$ cat src/core/dsaf_pkg.sv
// Shared constants and types for the DSP ALU arithmetic and flag block
package dsaf_pkg;
  localparam int WORD_W = 32;
  localparam int GUARD_W = 8;
  localparam int INT_LSB = 16;

  typedef logic [2:0] dsaf_reg_t;
  localparam dsaf_reg_t REG_FIRST_X = 3'h0;
  localparam dsaf_reg_t REG_SECOND_X = 3'h1;
  localparam dsaf_reg_t REG_FIRST_Y = 3'h2;
  localparam dsaf_reg_t REG_SECOND_Y = 3'h3;
  localparam dsaf_reg_t REG_FIRST_M = 3'h4;
  localparam dsaf_reg_t REG_SECOND_M = 3'h5;
  localparam dsaf_reg_t REG_FIRST_ACC = 3'h6;
  localparam dsaf_reg_t REG_SECOND_ACC = 3'h7;

  typedef enum logic [3:0] {
    OP_ADD = 4'h0,
    OP_SUBTRACT = 4'h1,
    OP_ADD_CARRY = 4'h2,
    OP_SUB_BORROW = 4'h3,
    OP_COMPARE = 4'h4,
    OP_COPY = 4'h5,
    OP_ABS = 4'h6,
    OP_NEGATE = 4'h7,
    OP_CLEAR = 4'h8,
    OP_INCREMENT = 4'h9,
    OP_DECREMENT = 4'ha
  } dsaf_op_t;

  typedef logic [2:0] dsaf_cs_t;
  localparam dsaf_cs_t CS_CARRY = 3'h0;
  localparam dsaf_cs_t CS_NEGATIVE = 3'h1;
  localparam dsaf_cs_t CS_ZERO = 3'h2;
  localparam dsaf_cs_t CS_OVERFLOW = 3'h3;
  localparam dsaf_cs_t CS_GREATER = 3'h4;
  localparam dsaf_cs_t CS_GREATER_EQ = 3'h5;

  localparam logic FLAG_RESET = 1'b0;
  localparam dsaf_reg_t DEST_RESET = 3'h0;
endpackage

$ cat src/core/dsaf_sat_if.sv
// Carrier between the arithmetic core and its saturation unit
`timescale 1ns/100ps
`default_nettype none
interface dsaf_sat_if #(
  parameter int DW = 40
);
  logic [DW:0] raw;
  logic dest_guard;
  logic sat_on;
  logic int_op;
  logic [DW-1:0] value;
  logic range_hit;
  logic clamped;

  modport core (output raw, output dest_guard, output sat_on, output int_op,
                input value, input range_hit, input clamped);
  modport unit (input raw, input dest_guard, input sat_on, input int_op,
                output value, output range_hit, output clamped);
endinterface
`default_nettype wire

$ cat src/core/dsaf_alu.sv
// Arithmetic side of the DSP ALU: operand legality, add/sub family, inc/dec, flags
// Summary of operation
// - First source is an X register or accumulator; second is Y or M; any destination.
// - Paired with multiply, destination must be first X, first Y or an accumulator.
// - Select 000: flag is carry or borrow out of bit 31, guard bits ignored.
// - Select 001: flag is sign of full 40-bit result, same as negative bit.
// - Select 010: flag is set for a zero result, same as zero bit.
// - Select 011: flag is word-range overflow of the full 40-bit result, guard bits included, same as overflow bit.
// - Select 100: flag is NOT((negative XOR range) OR zero), same as greater bit.
// - Select 101: flag is NOT(negative XOR range), greater or equal.
// - Range term is set when the result exceeds the destination's representable range.
// - Negative bit follows the result sign in every select mode.
// - Zero bit is set exactly when the result is zero.
// - Overflow bit is set when the result exceeds the 32-bit word range.
// - Greater bit reports a result above zero, its sign corrected by the range term.
// - With saturation on, overflowing results clamp to maximum or minimum.
// - Integer ops use top word plus guard bits and clear the lower word.
// - Integer sources without guard bits are sign-extended; such destinations get the top word.
// - Integer ops are increment and decrement of one source from either group.
// - Integer ops run in the final stage with guard bits where present.
// - Unconditional ops update all five flags; conditional ops leave them unchanged.
// - Increment and decrement saturate too when saturation is on.
// - Sources without guard bits sign-extend; such destinations keep the lower 32 bits.
// - Add-with-carry gives carry and subtract gives borrow, whatever the select.
`timescale 1ns/100ps
`default_nettype none
module dsaf_alu #(
  parameter int GUARD_W = dsaf_pkg::GUARD_W
) (
  input wire logic sys_clk, // Core clock
  input wire logic resetn, // Asynchronous reset, active low
  input wire logic op_valid, // One instruction this cycle
  input wire dsaf_pkg::dsaf_op_t op_code, // Arithmetic operation
  input wire logic use_src_two, // Single-source ops read source two
  input wire logic paired_mul, // Issued together with a multiply
  input wire logic conditional, // Instruction carries a condition
  input wire logic cond_pass, // Condition of a conditional op holds
  input wire dsaf_pkg::dsaf_reg_t src_one_sel, // Source one register index
  input wire dsaf_pkg::dsaf_reg_t src_two_sel, // Source two register index
  input wire dsaf_pkg::dsaf_reg_t dest_sel, // Destination register index
  input wire logic [dsaf_pkg::WORD_W+GUARD_W-1:0] src_one_data, // Source one contents
  input wire logic [dsaf_pkg::WORD_W+GUARD_W-1:0] src_two_data, // Source two contents
  input wire dsaf_pkg::dsaf_cs_t condition_select, // Flag mode from status register
  input wire logic sat_enable, // Saturation enable from core status
  output logic result_valid, // Write strobe to register file
  output dsaf_pkg::dsaf_reg_t result_dest, // Register to write
  output logic [dsaf_pkg::WORD_W+GUARD_W-1:0] result_data, // Value to write
  output logic illegal_operand, // Operand or opcode refused
  output logic flags_updated, // Flags changed this cycle
  output logic selected_condition_flag, // Selected condition flag
  output logic negative_flag, // Negative bit
  output logic zero_flag, // Zero bit
  output logic overflow_flag, // Overflow bit
  output logic greater_flag, // Greater-than bit
  output logic range_exceed_term // Last range term seen by the compare modes
);
  localparam int WW = dsaf_pkg::WORD_W;
  localparam int DW = WW + GUARD_W;
  localparam int IL = dsaf_pkg::INT_LSB;

  // Refused at elaboration, before any logic is built
  if (GUARD_W < 1 || GUARD_W > IL) begin
    $error("GUARD_W out of range");
  end

  function automatic logic has_guard(input dsaf_pkg::dsaf_reg_t idx);
    has_guard = (idx == dsaf_pkg::REG_FIRST_ACC) || (idx == dsaf_pkg::REG_SECOND_ACC);
  endfunction

  function automatic logic src_one_ok(input dsaf_pkg::dsaf_reg_t idx);
    src_one_ok = (idx == dsaf_pkg::REG_FIRST_X) || (idx == dsaf_pkg::REG_SECOND_X) || has_guard(idx);
  endfunction

  function automatic logic src_two_ok(input dsaf_pkg::dsaf_reg_t idx);
    src_two_ok = (idx == dsaf_pkg::REG_FIRST_Y) || (idx == dsaf_pkg::REG_SECOND_Y) ||
                 (idx == dsaf_pkg::REG_FIRST_M) || (idx == dsaf_pkg::REG_SECOND_M);
  endfunction

  function automatic logic [DW-1:0] widen(input logic [DW-1:0] data, input logic guard);
    widen = guard ? data : {{GUARD_W{data[WW-1]}}, data[WW-1:0]};
  endfunction

  dsaf_sat_if #(.DW(DW)) sif ();

  dsaf_sat_unit #(.GUARD_W(GUARD_W)) u_sat (
    .sif (sif)
  );

  // Opcode decode
  wire is_two_op = (op_code == dsaf_pkg::OP_ADD) || (op_code == dsaf_pkg::OP_SUBTRACT) ||
                   (op_code == dsaf_pkg::OP_ADD_CARRY) || (op_code == dsaf_pkg::OP_SUB_BORROW) ||
                   (op_code == dsaf_pkg::OP_COMPARE);
  wire is_int = (op_code == dsaf_pkg::OP_INCREMENT) || (op_code == dsaf_pkg::OP_DECREMENT);
  wire is_single = is_int || (op_code == dsaf_pkg::OP_COPY) || (op_code == dsaf_pkg::OP_ABS) ||
                   (op_code == dsaf_pkg::OP_NEGATE);
  wire is_clear = op_code == dsaf_pkg::OP_CLEAR;
  wire op_known = is_two_op || is_single || is_clear;

  // Operand legality
  wire needs_one = is_two_op || (is_single && !use_src_two);
  wire needs_two = is_two_op || (is_single && use_src_two);
  wire paired_ok = (dest_sel == dsaf_pkg::REG_FIRST_X) || (dest_sel == dsaf_pkg::REG_FIRST_Y) ||
                   has_guard(dest_sel);
  wire legal = op_known && (!needs_one || src_one_ok(src_one_sel)) &&
               (!needs_two || src_two_ok(src_two_sel)) && (!paired_mul || paired_ok);

  // Sources widened to the full datapath
  wire [DW-1:0] ext_one = widen(src_one_data, has_guard(src_one_sel));
  wire [DW-1:0] ext_two = widen(src_two_data, has_guard(src_two_sel));
  wire [DW-1:0] single = use_src_two ? ext_two : ext_one;
  // Top word and guard bits only; sign already replicated when no guard bits exist
  wire [DW-1:0] int_opnd = {single[DW-1:IL], {IL{1'b0}}};
  wire [DW-1:0] int_unit = {{(DW-IL-1){1'b0}}, 1'b1, {IL{1'b0}}};
  wire [DW-1:0] zero_word = {DW{1'b0}};

  wire [DW-1:0] lhs = is_two_op ? ext_one :
                      (op_code == dsaf_pkg::OP_COPY) ? single :
                      is_int ? int_opnd : zero_word;
  wire [DW-1:0] rhs = is_two_op ? ext_two :
                      ((op_code == dsaf_pkg::OP_ABS) || (op_code == dsaf_pkg::OP_NEGATE)) ? single :
                      is_int ? int_unit : zero_word;
  wire do_sub = (op_code == dsaf_pkg::OP_SUBTRACT) || (op_code == dsaf_pkg::OP_SUB_BORROW) ||
                (op_code == dsaf_pkg::OP_COMPARE) || (op_code == dsaf_pkg::OP_NEGATE) ||
                (op_code == dsaf_pkg::OP_DECREMENT) ||
                ((op_code == dsaf_pkg::OP_ABS) && single[DW-1]);
  // Stored flag acts as the carry or borrow input of the chained forms
  wire cin = (op_code == dsaf_pkg::OP_ADD_CARRY) ? selected_condition_flag :
             (op_code == dsaf_pkg::OP_SUB_BORROW) ? !selected_condition_flag : do_sub;
  wire [DW-1:0] rhs_eff = do_sub ? ~rhs : rhs;

  // Adder one bit wider than the datapath keeps the true sign for saturation
  wire [DW:0] raw = {lhs[DW-1], lhs} + {rhs_eff[DW-1], rhs_eff} + {{DW{1'b0}}, cin};
  wire [WW:0] word_sum = {1'b0, lhs[WW-1:0]} + {1'b0, rhs_eff[WW-1:0]} + {{WW{1'b0}}, cin};
  wire carry_flag = do_sub ? !word_sum[WW] : word_sum[WW];

  wire [DW-1:0] res = raw[DW-1:0];
  wire [GUARD_W:0] res_top = res[DW-1:WW-1];
  wire next_negative = res[DW-1];
  wire next_zero = res == zero_word;
  wire next_overflow = !((&res_top) || !(|res_top));
  wire next_range = sif.range_hit;
  wire next_greater = !((next_negative ^ next_range) || next_zero);
  wire next_greater_eq = !(next_negative ^ next_range);
  wire flag_forced = (op_code == dsaf_pkg::OP_ADD_CARRY) || (op_code == dsaf_pkg::OP_SUBTRACT);

  // Reserved select codes leave the flag low except for add-with-carry and subtract, which give carry or borrow
  localparam logic FLAG_LOW = 1'b0;
  wire next_selected = flag_forced ? carry_flag :
                 (condition_select == dsaf_pkg::CS_CARRY) ? carry_flag :
                 (condition_select == dsaf_pkg::CS_NEGATIVE) ? next_negative :
                 (condition_select == dsaf_pkg::CS_ZERO) ? next_zero :
                 (condition_select == dsaf_pkg::CS_OVERFLOW) ? next_overflow :
                 (condition_select == dsaf_pkg::CS_GREATER) ? next_greater :
                 (condition_select == dsaf_pkg::CS_GREATER_EQ) ? next_greater_eq : FLAG_LOW;

  wire dest_guard = has_guard(dest_sel);
  assign sif.raw = raw;
  assign sif.dest_guard = dest_guard;
  assign sif.sat_on = sat_enable;
  assign sif.int_op = is_int;

  // Destinations without guard bits keep the lower word of the datapath only
  wire [DW-1:0] next_data = dest_guard ? sif.value : {{GUARD_W{1'b0}}, sif.value[WW-1:0]};
  wire next_write = op_valid && legal && (op_code != dsaf_pkg::OP_COMPARE) &&
                    (!conditional || cond_pass);
  wire next_update = op_valid && legal && !conditional;

  always_ff @(posedge sys_clk or negedge resetn) begin
    if (!resetn) begin
      result_valid <= dsaf_pkg::FLAG_RESET;
      result_dest <= dsaf_pkg::DEST_RESET;
      result_data <= {DW{1'b0}};
      illegal_operand <= dsaf_pkg::FLAG_RESET;
      flags_updated <= dsaf_pkg::FLAG_RESET;
    end else begin
      result_valid <= next_write;
      result_dest <= dest_sel;
      result_data <= next_data;
      illegal_operand <= op_valid && !legal;
      flags_updated <= next_update;
    end
  end

  // Flags hold through conditional and refused instructions
  always_ff @(posedge sys_clk or negedge resetn) begin
    if (!resetn) begin
      selected_condition_flag <= dsaf_pkg::FLAG_RESET;
      negative_flag <= dsaf_pkg::FLAG_RESET;
      zero_flag <= dsaf_pkg::FLAG_RESET;
      overflow_flag <= dsaf_pkg::FLAG_RESET;
      greater_flag <= dsaf_pkg::FLAG_RESET;
      range_exceed_term <= dsaf_pkg::FLAG_RESET;
    end else if (next_update) begin
      selected_condition_flag <= next_selected;
      negative_flag <= next_negative;
      zero_flag <= next_zero;
      overflow_flag <= next_overflow;
      greater_flag <= next_greater;
      range_exceed_term <= next_range;
    end
  end

  // Checking helpers: mode and forcing seen by the last flag update
  dsaf_pkg::dsaf_cs_t cs_seen;
  logic forced_seen;
  logic clamp_seen;
  always_ff @(posedge sys_clk or negedge resetn) begin
    if (!resetn) begin
      cs_seen <= dsaf_pkg::CS_CARRY;
      forced_seen <= dsaf_pkg::FLAG_RESET;
      clamp_seen <= dsaf_pkg::FLAG_RESET;
    end else begin
      cs_seen <= condition_select;
      forced_seen <= flag_forced;
      clamp_seen <= sif.clamped;
    end
  end
  wire mode_plain = flags_updated && !forced_seen;
  // Limits spelled out apart from the saturation unit, as they land in the register file
  wire [DW-1:0] wide_lim = raw[DW] ? {1'b1, {(DW-1){1'b0}}} : {1'b0, {(DW-1){1'b1}}};
  wire [WW-1:0] word_lim = raw[DW] ? {1'b1, {(WW-1){1'b0}}} : {1'b0, {(WW-1){1'b1}}};
  wire [DW-1:0] sat_lim = dest_guard ? wide_lim : {{GUARD_W{1'b0}}, word_lim};
  wire [DW-1:0] sat_expect = is_int ? {sat_lim[DW-1:IL], {IL{1'b0}}} : sat_lim;
endmodule
`default_nettype wire

$ cat src/core/dsaf_sat_unit.sv
// Destination range check and saturation of the extended ALU result
`timescale 1ns/100ps
`default_nettype none
module dsaf_sat_unit #(
  parameter int GUARD_W = dsaf_pkg::GUARD_W
) (
  dsaf_sat_if.unit sif // Raw result in, stored value out
);
  localparam int WW = dsaf_pkg::WORD_W;
  localparam int DW = WW + GUARD_W;
  localparam int IL = dsaf_pkg::INT_LSB;

  // Raw is one bit wider than the datapath, so its top bit is the true sign
  wire ovf_wide = sif.raw[DW] != sif.raw[DW-1];
  wire [GUARD_W+1:0] word_top = sif.raw[DW:WW-1];
  wire ovf_word = !((&word_top) || !(|word_top));
  wire [DW-1:0] pos_max = sif.dest_guard ? {1'b0, {(DW-1){1'b1}}}
                                         : {{(GUARD_W+1){1'b0}}, {(WW-1){1'b1}}};
  wire [DW-1:0] neg_min = ~pos_max;
  wire [DW-1:0] limit = sif.raw[DW] ? neg_min : pos_max;
  // Integer results keep the lower word clear even when clamped
  wire [DW-1:0] int_mask = {{(DW-IL){1'b1}}, {IL{1'b0}}};
  wire [DW-1:0] limit_m = sif.int_op ? (limit & int_mask) : limit;

  assign sif.range_hit = sif.dest_guard ? ovf_wide : ovf_word;
  assign sif.clamped = sif.sat_on && sif.range_hit;
  assign sif.value = sif.clamped ? limit_m : sif.raw[DW-1:0];
endmodule
`default_nettype wire

$ cat config.mk
export PLATFORM = sky130hd
export DESIGN_NAME = dsaf_alu
export DESIGN_NICKNAME = d
export VERILOG_FILES = /design/src/core/dsaf_pkg.sv /design/src/core/dsaf_sat_if.sv /design/src/core/dsaf_alu.sv /design/src/core/dsaf_sat_unit.sv
export SDC_FILE = /design/constraint.sdc
export NUM_CORES = 1
export LEC_CHECK = 0
export ABC_AREA = 1
export BUFFER_PORTS_ARGS = -buffer_cell sky130_fd_sc_hd__buf_2
export CAP_MARGIN = 30
export CORE_MARGIN = 2
export CORE_UTILIZATION = 30
export DETAILED_ROUTE_END_ITERATION = 10
export SYNTH_ARGS = -nofsm -noshare
export SYNTH_HDL_FRONTEND = slang
export SYNTH_HIERARCHICAL = 1
export SYNTH_SLANG_ARGS = --single-unit
$ cat constraint.sdc
create_clock -name sys_clk -period 4.7 [get_ports sys_clk]
set_clock_uncertainty 0.15 [all_clocks]
set_input_delay 0 -clock sys_clk [delete_from_list [all_inputs] [get_ports sys_clk]]
set_output_delay 0 -clock sys_clk [all_outputs]
set_load 0.02 [all_outputs]
==> key figures, run 1 <==
Status
  – Status: finished, final reports clean

Placement
  – Post-DP HPWL: 22,300 microns
  – GPL Wtd Cong: 0.925
  – DP Area: 9630 sq um
  – Port-buffer cells: 153

Clock tree
  – Num CTS Buffers: 5
  – CTS Sinks: 52
  – CTS H-tree depth: 2
  – Clock-pin slew on the worst setup and hold paths: 70 ps
  – Max Root-Sink Buffers: 2
  – CTS tree: done
  – Clock root buffer: clkbuf_16
  – Clock latency on the worst-skew pair: 290 ps

STA
  – Fmax: 0.240 GHz
  – Slew @ Worst Pin: 657 ps
  – Final setup violation count: 0
  – Setup TNS: 0 ps
  – Final Hold Fails: 0
  – Tmin final: 4170 ps
  – Tcrit/Tclk final: 88.6%
  – Rel. slew slack: 56.2%
  – Slew Viols, Final: 0
  – RSZ-0062 raised after global routing: false

Critical path
  – Worst Path Arrival: 4230 ps
  – Worst reg2reg path endpoint: result_data[36]
  – CP Max Fanout: 48
  – Setup crit end kind: register
  – Worst setup path category: input pin to register
  – Slowest CP cell: fa_1
  – CP Launch Type: input pin
  – Worst Path Required: 4760 ps
  – Critical path's largest stage delay: 510 ps
  – CP dominant cell by count: nand2_1
  – Flop2flop setup slack: 600 ps
  – Reg2Reg Depth: 27
  – R2R Path Start: selected_condition_flag

Drt
  – Via count: 8,899
  – DRC: 0
  – DR pass1 iterations: 5
  – Via-per-instance ratio: 4.51
  – DRT antenna net count: 0
  – Wire per inst: 12.9 microns
  – Final WL: 25,500 microns
  – Starting DRT DRC Count: 452

Finish
  – Share of cells above drive strength 1: 21.4%
  – Final Util: 38.3%
  – Largest Register: result_data
  – Area delta synth->final: 25.2%
  – Final Instance Area: 9980 sq um
  – Biggest regs: result_data: 40 flops, result_dest: 3 flops
  – Antenna cells: 0
  – Layout Nets: 1,783
  – Max reg flops: 40

Global route
  – Total GRT Usage: 18.1%
  – Initial antenna violation count: 0
  – Largest net degree at the start of global routing: 59
  – Grt met2 use: 29.0%
  – Met1 global-route usage: 26.8%
  – Grt met3 use: 1.35%
  – First-pass GRT wire length: 41,500 microns
  – Vias in the first global route: 8,353
  – Congestion Overflow GR: 0
  – Most crowded layer after global routing: met2

Synthesis
  – Post-Syn Nets: 1,561
  – Synth Warn #: 6
  – Netlist Area Pre-Place: 7970 sq um
  – Synthesized instance count: 1,414
  – Syn avg cell area: 5.64 sq um

Floorplanning
  – Die height: 167 microns
  – Core Area: 26,100 sq um
  – Rows: 59
  – Initial core utilization: 30.6%
  – Ports: 156
  – Die W: 167 microns
  – Die Area: 27,900 sq um

Power and ir drop
  – Pwr/cell area: 299 nW/um^2
  – Pleak: 5.76 nW
  – Worst vdd ir: 0.000174 V

Min path
  – Hold Crit Class: input pin to register
  – Hold path startpoint: condition_select[2]
  – Hold path depth: 6
  – Worst Hold End: selected_condition_flag

Flow run
  – Max-cap violation count: 0
-- metal layers --
| layer | part of all wire [%] | up-vias |
|---|---|---|
| li1 | - | 4794 |
| met1 | 52 | 3886 |
| met2 | 43 | 204 |
| met3 | 4.0 | 15 |
| met4 | 1.2 | 0 |
| met5 | 0 | - |
-- cell type report --
cell class                 instances  area, sq um
clock inverter                     2         38.8
inverter                         265          995
fill                            2943        16100
clock buffer                       6          139
multi-input combinational       1064         5550
sequential                        52         1300
tap                              335          419
timing repair buffer             248         1530
-- through the flow --
step	power [mW]	setup slack, ps	cells	hold slack [ps]
after floorplan	1.85	423	1414	-446
after CTS	2.98	257	1971	12.2
final	2.98	534	1972	18.1
after global placement	2.53	146	1953	-27.0
after detailed placement	2.54	-30.2	1953	-25.8
after global routing	3.26	8.32	1972	89.1
-- worst max-delay path: cells and delay by family --
family	cells	cell delay (ps)
AO/OA/AOI/OAI	3	620
buffers and inverters	6	920
adder cells (fa/ha/maj)	2	700
AND/OR/NAND/NOR	19	1970
-- worst max-delay path by stage --
stage,slack (ps),to,from,cells after the start
final,530,result_data[36],op_code[2],30
after CTS,260,result_data[12],src_two_sel[1],31
after floorplan,420,selected_condition_flag,use_src_two,33
after global routing,8,selected_condition_flag,src_two_sel[1],34
after detailed placement,-30,result_data[12],src_two_sel[1],31
after global placement,150,selected_condition_flag,src_two_sel[1],36
-- power by group --
part	internal (mW)	total [mW]	leakage (nW)	switching (mW)
registers	0.562	0.598	0.640	0.0359
logic	0.720	1.95	5.04	1.24
clock network	0.267	0.425	0.0871	0.158
-- timing repair --
action,in CTS,in global routing
buffers inserted,0,1
gates resized for setup,0,15
endpoints found under the setup margin,0,42
hold buffers,10,0
endpoints found under the hold margin,60,0
-- placed cells by master, fill, tap and decap left out, types with 36 or more instances in the layout --
cell type / instances
nand3_1: 52
buf_4: 80
ha_1: 40
nor2_1: 87
nand2_1: 522
o21ai_0: 108
nand2_2: 36
dfrtp_1: 52
inv_1: 248
buf_2: 153
No activity file was read; power rests on OpenSTA's default activity.
==> run 2, diff against run 1 <==
==> constraint.sdc (replaced) <==
create_clock -name sys_clk -period 4.67 [get_ports sys_clk]
set_clock_uncertainty 0.15 [all_clocks]
set_input_delay 0 -clock sys_clk [delete_from_list [all_inputs] [get_ports sys_clk]]
set_output_delay 0 -clock sys_clk [all_outputs]
set_load 0.02 [all_outputs]
==> key figures, run 2 (synthesis gave the netlist of run 1 again) <==
Power and ir drop
  – Overall Power: 3.01 mW
  – Sequential group share of total power: 20.0%
  – Clk pwr share: 15.3%
  – Worst vdd ir: 0.000156 V
  – Pwr/cell area: 303 nW/um^2
  – Int Pwr: 1.58 mW
  – Sw power: 1.42 mW
  – Pleak: 5.73 nW
  – Sw Ratio: 47.4%
  – Comb power frac: 64.8%

Finish
  – Multi-input logic area: 5520 sq um
  – Area delta synth->final: 24.3%
  – Share of cells above drive strength 1: 20.5%
  – Fill cells: 2,907
  – Commonest non-fill, non-tap cell in the layout: nand2_1
  – Layout Nets: 1,774
  – Commonest cells after routing, fill and taps aside: nand2_1, inv_1, buf_2, o21ai_0, nor2_1
  – Antenna cells: 0
  – Register Area: 1300 sq um
  – Biggest regs: result_data: 40 flops, result_dest: 3 flops
  – Max reg flops: 40
  – Post-Layout Cell Count: 1,962
  – Largest Register: result_data

Drt
  – Starting DRT DRC Count: 553
  – DR pass1 iterations: 5
  – Wire per inst: 13.0 microns
  – DRT antenna net count: 0
  – DRC: 0
  – Via count: 8,775
  – Final WL: 25,500 microns
  – Via-per-instance ratio: 4.47

Global route
  – Initial antenna violation count: 1
  – Total GRT Usage: 17.9%
  – Largest net degree at the start of global routing: 59
  – First-pass GRT wire length: 40,600 microns
  – Vias in the first global route: 8,080
  – Congestion Overflow GR: 0

Critical path
  – CP Launch Type: input pin
  – Worst setup path category: input pin to register
  – Critical path's largest stage delay: 310 ps
  – Setup crit end kind: register
  – R2R Path Start: selected_condition_flag
  – Worst Setup SP: src_two_sel[1]
  – CP dominant cell by count: nand2_1
  – Worst Path Required: 4750 ps
  – Worst Path Arrival: 4300 ps
  – CP Max Fanout: 15
  – Slowest CP cell: ha_1

Floorplanning
  – Ports: 156
  – Rows: 59
  – Initial core utilization: 30.6%
  – Die height: 167 microns
  – Core Area: 26,100 sq um
  – Die Area: 27,900 sq um
  – Die W: 167 microns

Clock tree
  – Clock latency on the worst-skew pair: 290 ps
  – Max Root-Sink Buffers: 2
  – CTS Sinks: 52
  – Clock-pin slew on the worst setup and hold paths: 70 ps
  – CTS tree: done
  – CTS H-tree depth: 2
  – Clock root buffer: clkbuf_16
  – Num CTS Buffers: 5

STA
  – Tcrit/Tclk final: 90.3%
  – RSZ-0062 raised after global routing: false
  – Final setup violation count: 0
  – Fmax: 0.237 GHz
  – Setup TNS: 0 ps
  – Tmin final: 4220 ps
  – Min Hold Slack: 27.2 ps
  – Slew @ Worst Pin: 670 ps
  – Slew Viols, Final: 0
  – Rel. slew slack: 55.3%
  – Final Hold Fails: 0

Min path
  – Hold path startpoint: conditional
  – Hold Crit Class: input pin to register

Placement
  – Post-DP HPWL: 22,100 microns
  – Port-buffer cells: 153
  – DP Cell Count: 1,944
  – GPL Wtd Cong: 0.946

Status
  – Status: finished, final reports clean

Flow run
  – Max-cap violation count: 0
==> run 2: power groups by stage <==
stage	sequential (mW)	combinational, mW	clock, mW
2_1_floorplan	0.766	1.10	0
3_3_place_gp	0.616	1.91	0
3_5_place_dp	0.613	1.93	0
4_1_cts	0.604	1.94	0.479
5_1_grt	0.616	2.19	0.496
6_report	0.601	1.95	0.459
==> run 2: per-layer routing <==
layer	up-vias	part of all wire [%]	global-route usage, %
li1	4775	-	-
met3	21	4.7	1.81
met4	2	1.8	4.42
met2	204	42	27.7
met1	3773	52	26.6
met5	-	0.051	0
==> run 2: area by class of cell <==
class	count	area share (%)
clock buffer	5	1.26
clock inverter	2	0.606
inverter	265	10.0
multi-input combinational	1064	55.7
sequential	52	13.1
tap	335	4.23
timing repair buffer	239	15.0
==> run 2: through the flow <==
step	cell area, sq um	worst slack, ps	util [%]
after floorplan	7970	393	-
after global placement	9600	47.7	36.8
after detailed placement	9600	-72.4	36.8
after CTS	9880	233	37.9
after global routing	9910	0.303	38.0
final	9910	454	38.0
==> run 2: repair_timing <==
action,CTS,global route
hold buffers,10,0
endpoints found under the setup margin,0,42
endpoints found under the hold margin,60,0
setup buffers,0,1
gates resized for setup,0,7
==> run 2: critical path: cells and delay by family <==
kind                       cells  cell delay (ps)
AOI/OAI and AO/OA              4              900
xor gates and xnor gates       2              290
adders and majority gates      1              310
buffers and inverters          5              690
muxes                          1              210
and+or+nand+nor               17             1870
==> run 2: final timing paths <==
path,end,cells past startpoint,slack [ps]
setup / recovery,selected_condition_flag,30,450
hold / removal,negative_flag,4,30
setup reg to reg,selected_condition_flag,29,590
hold reg to reg,overflow_flag,2,340
max in group asynchronous,result_dest[2],3,3700
min in group asynchronous,result_data[8],3,200
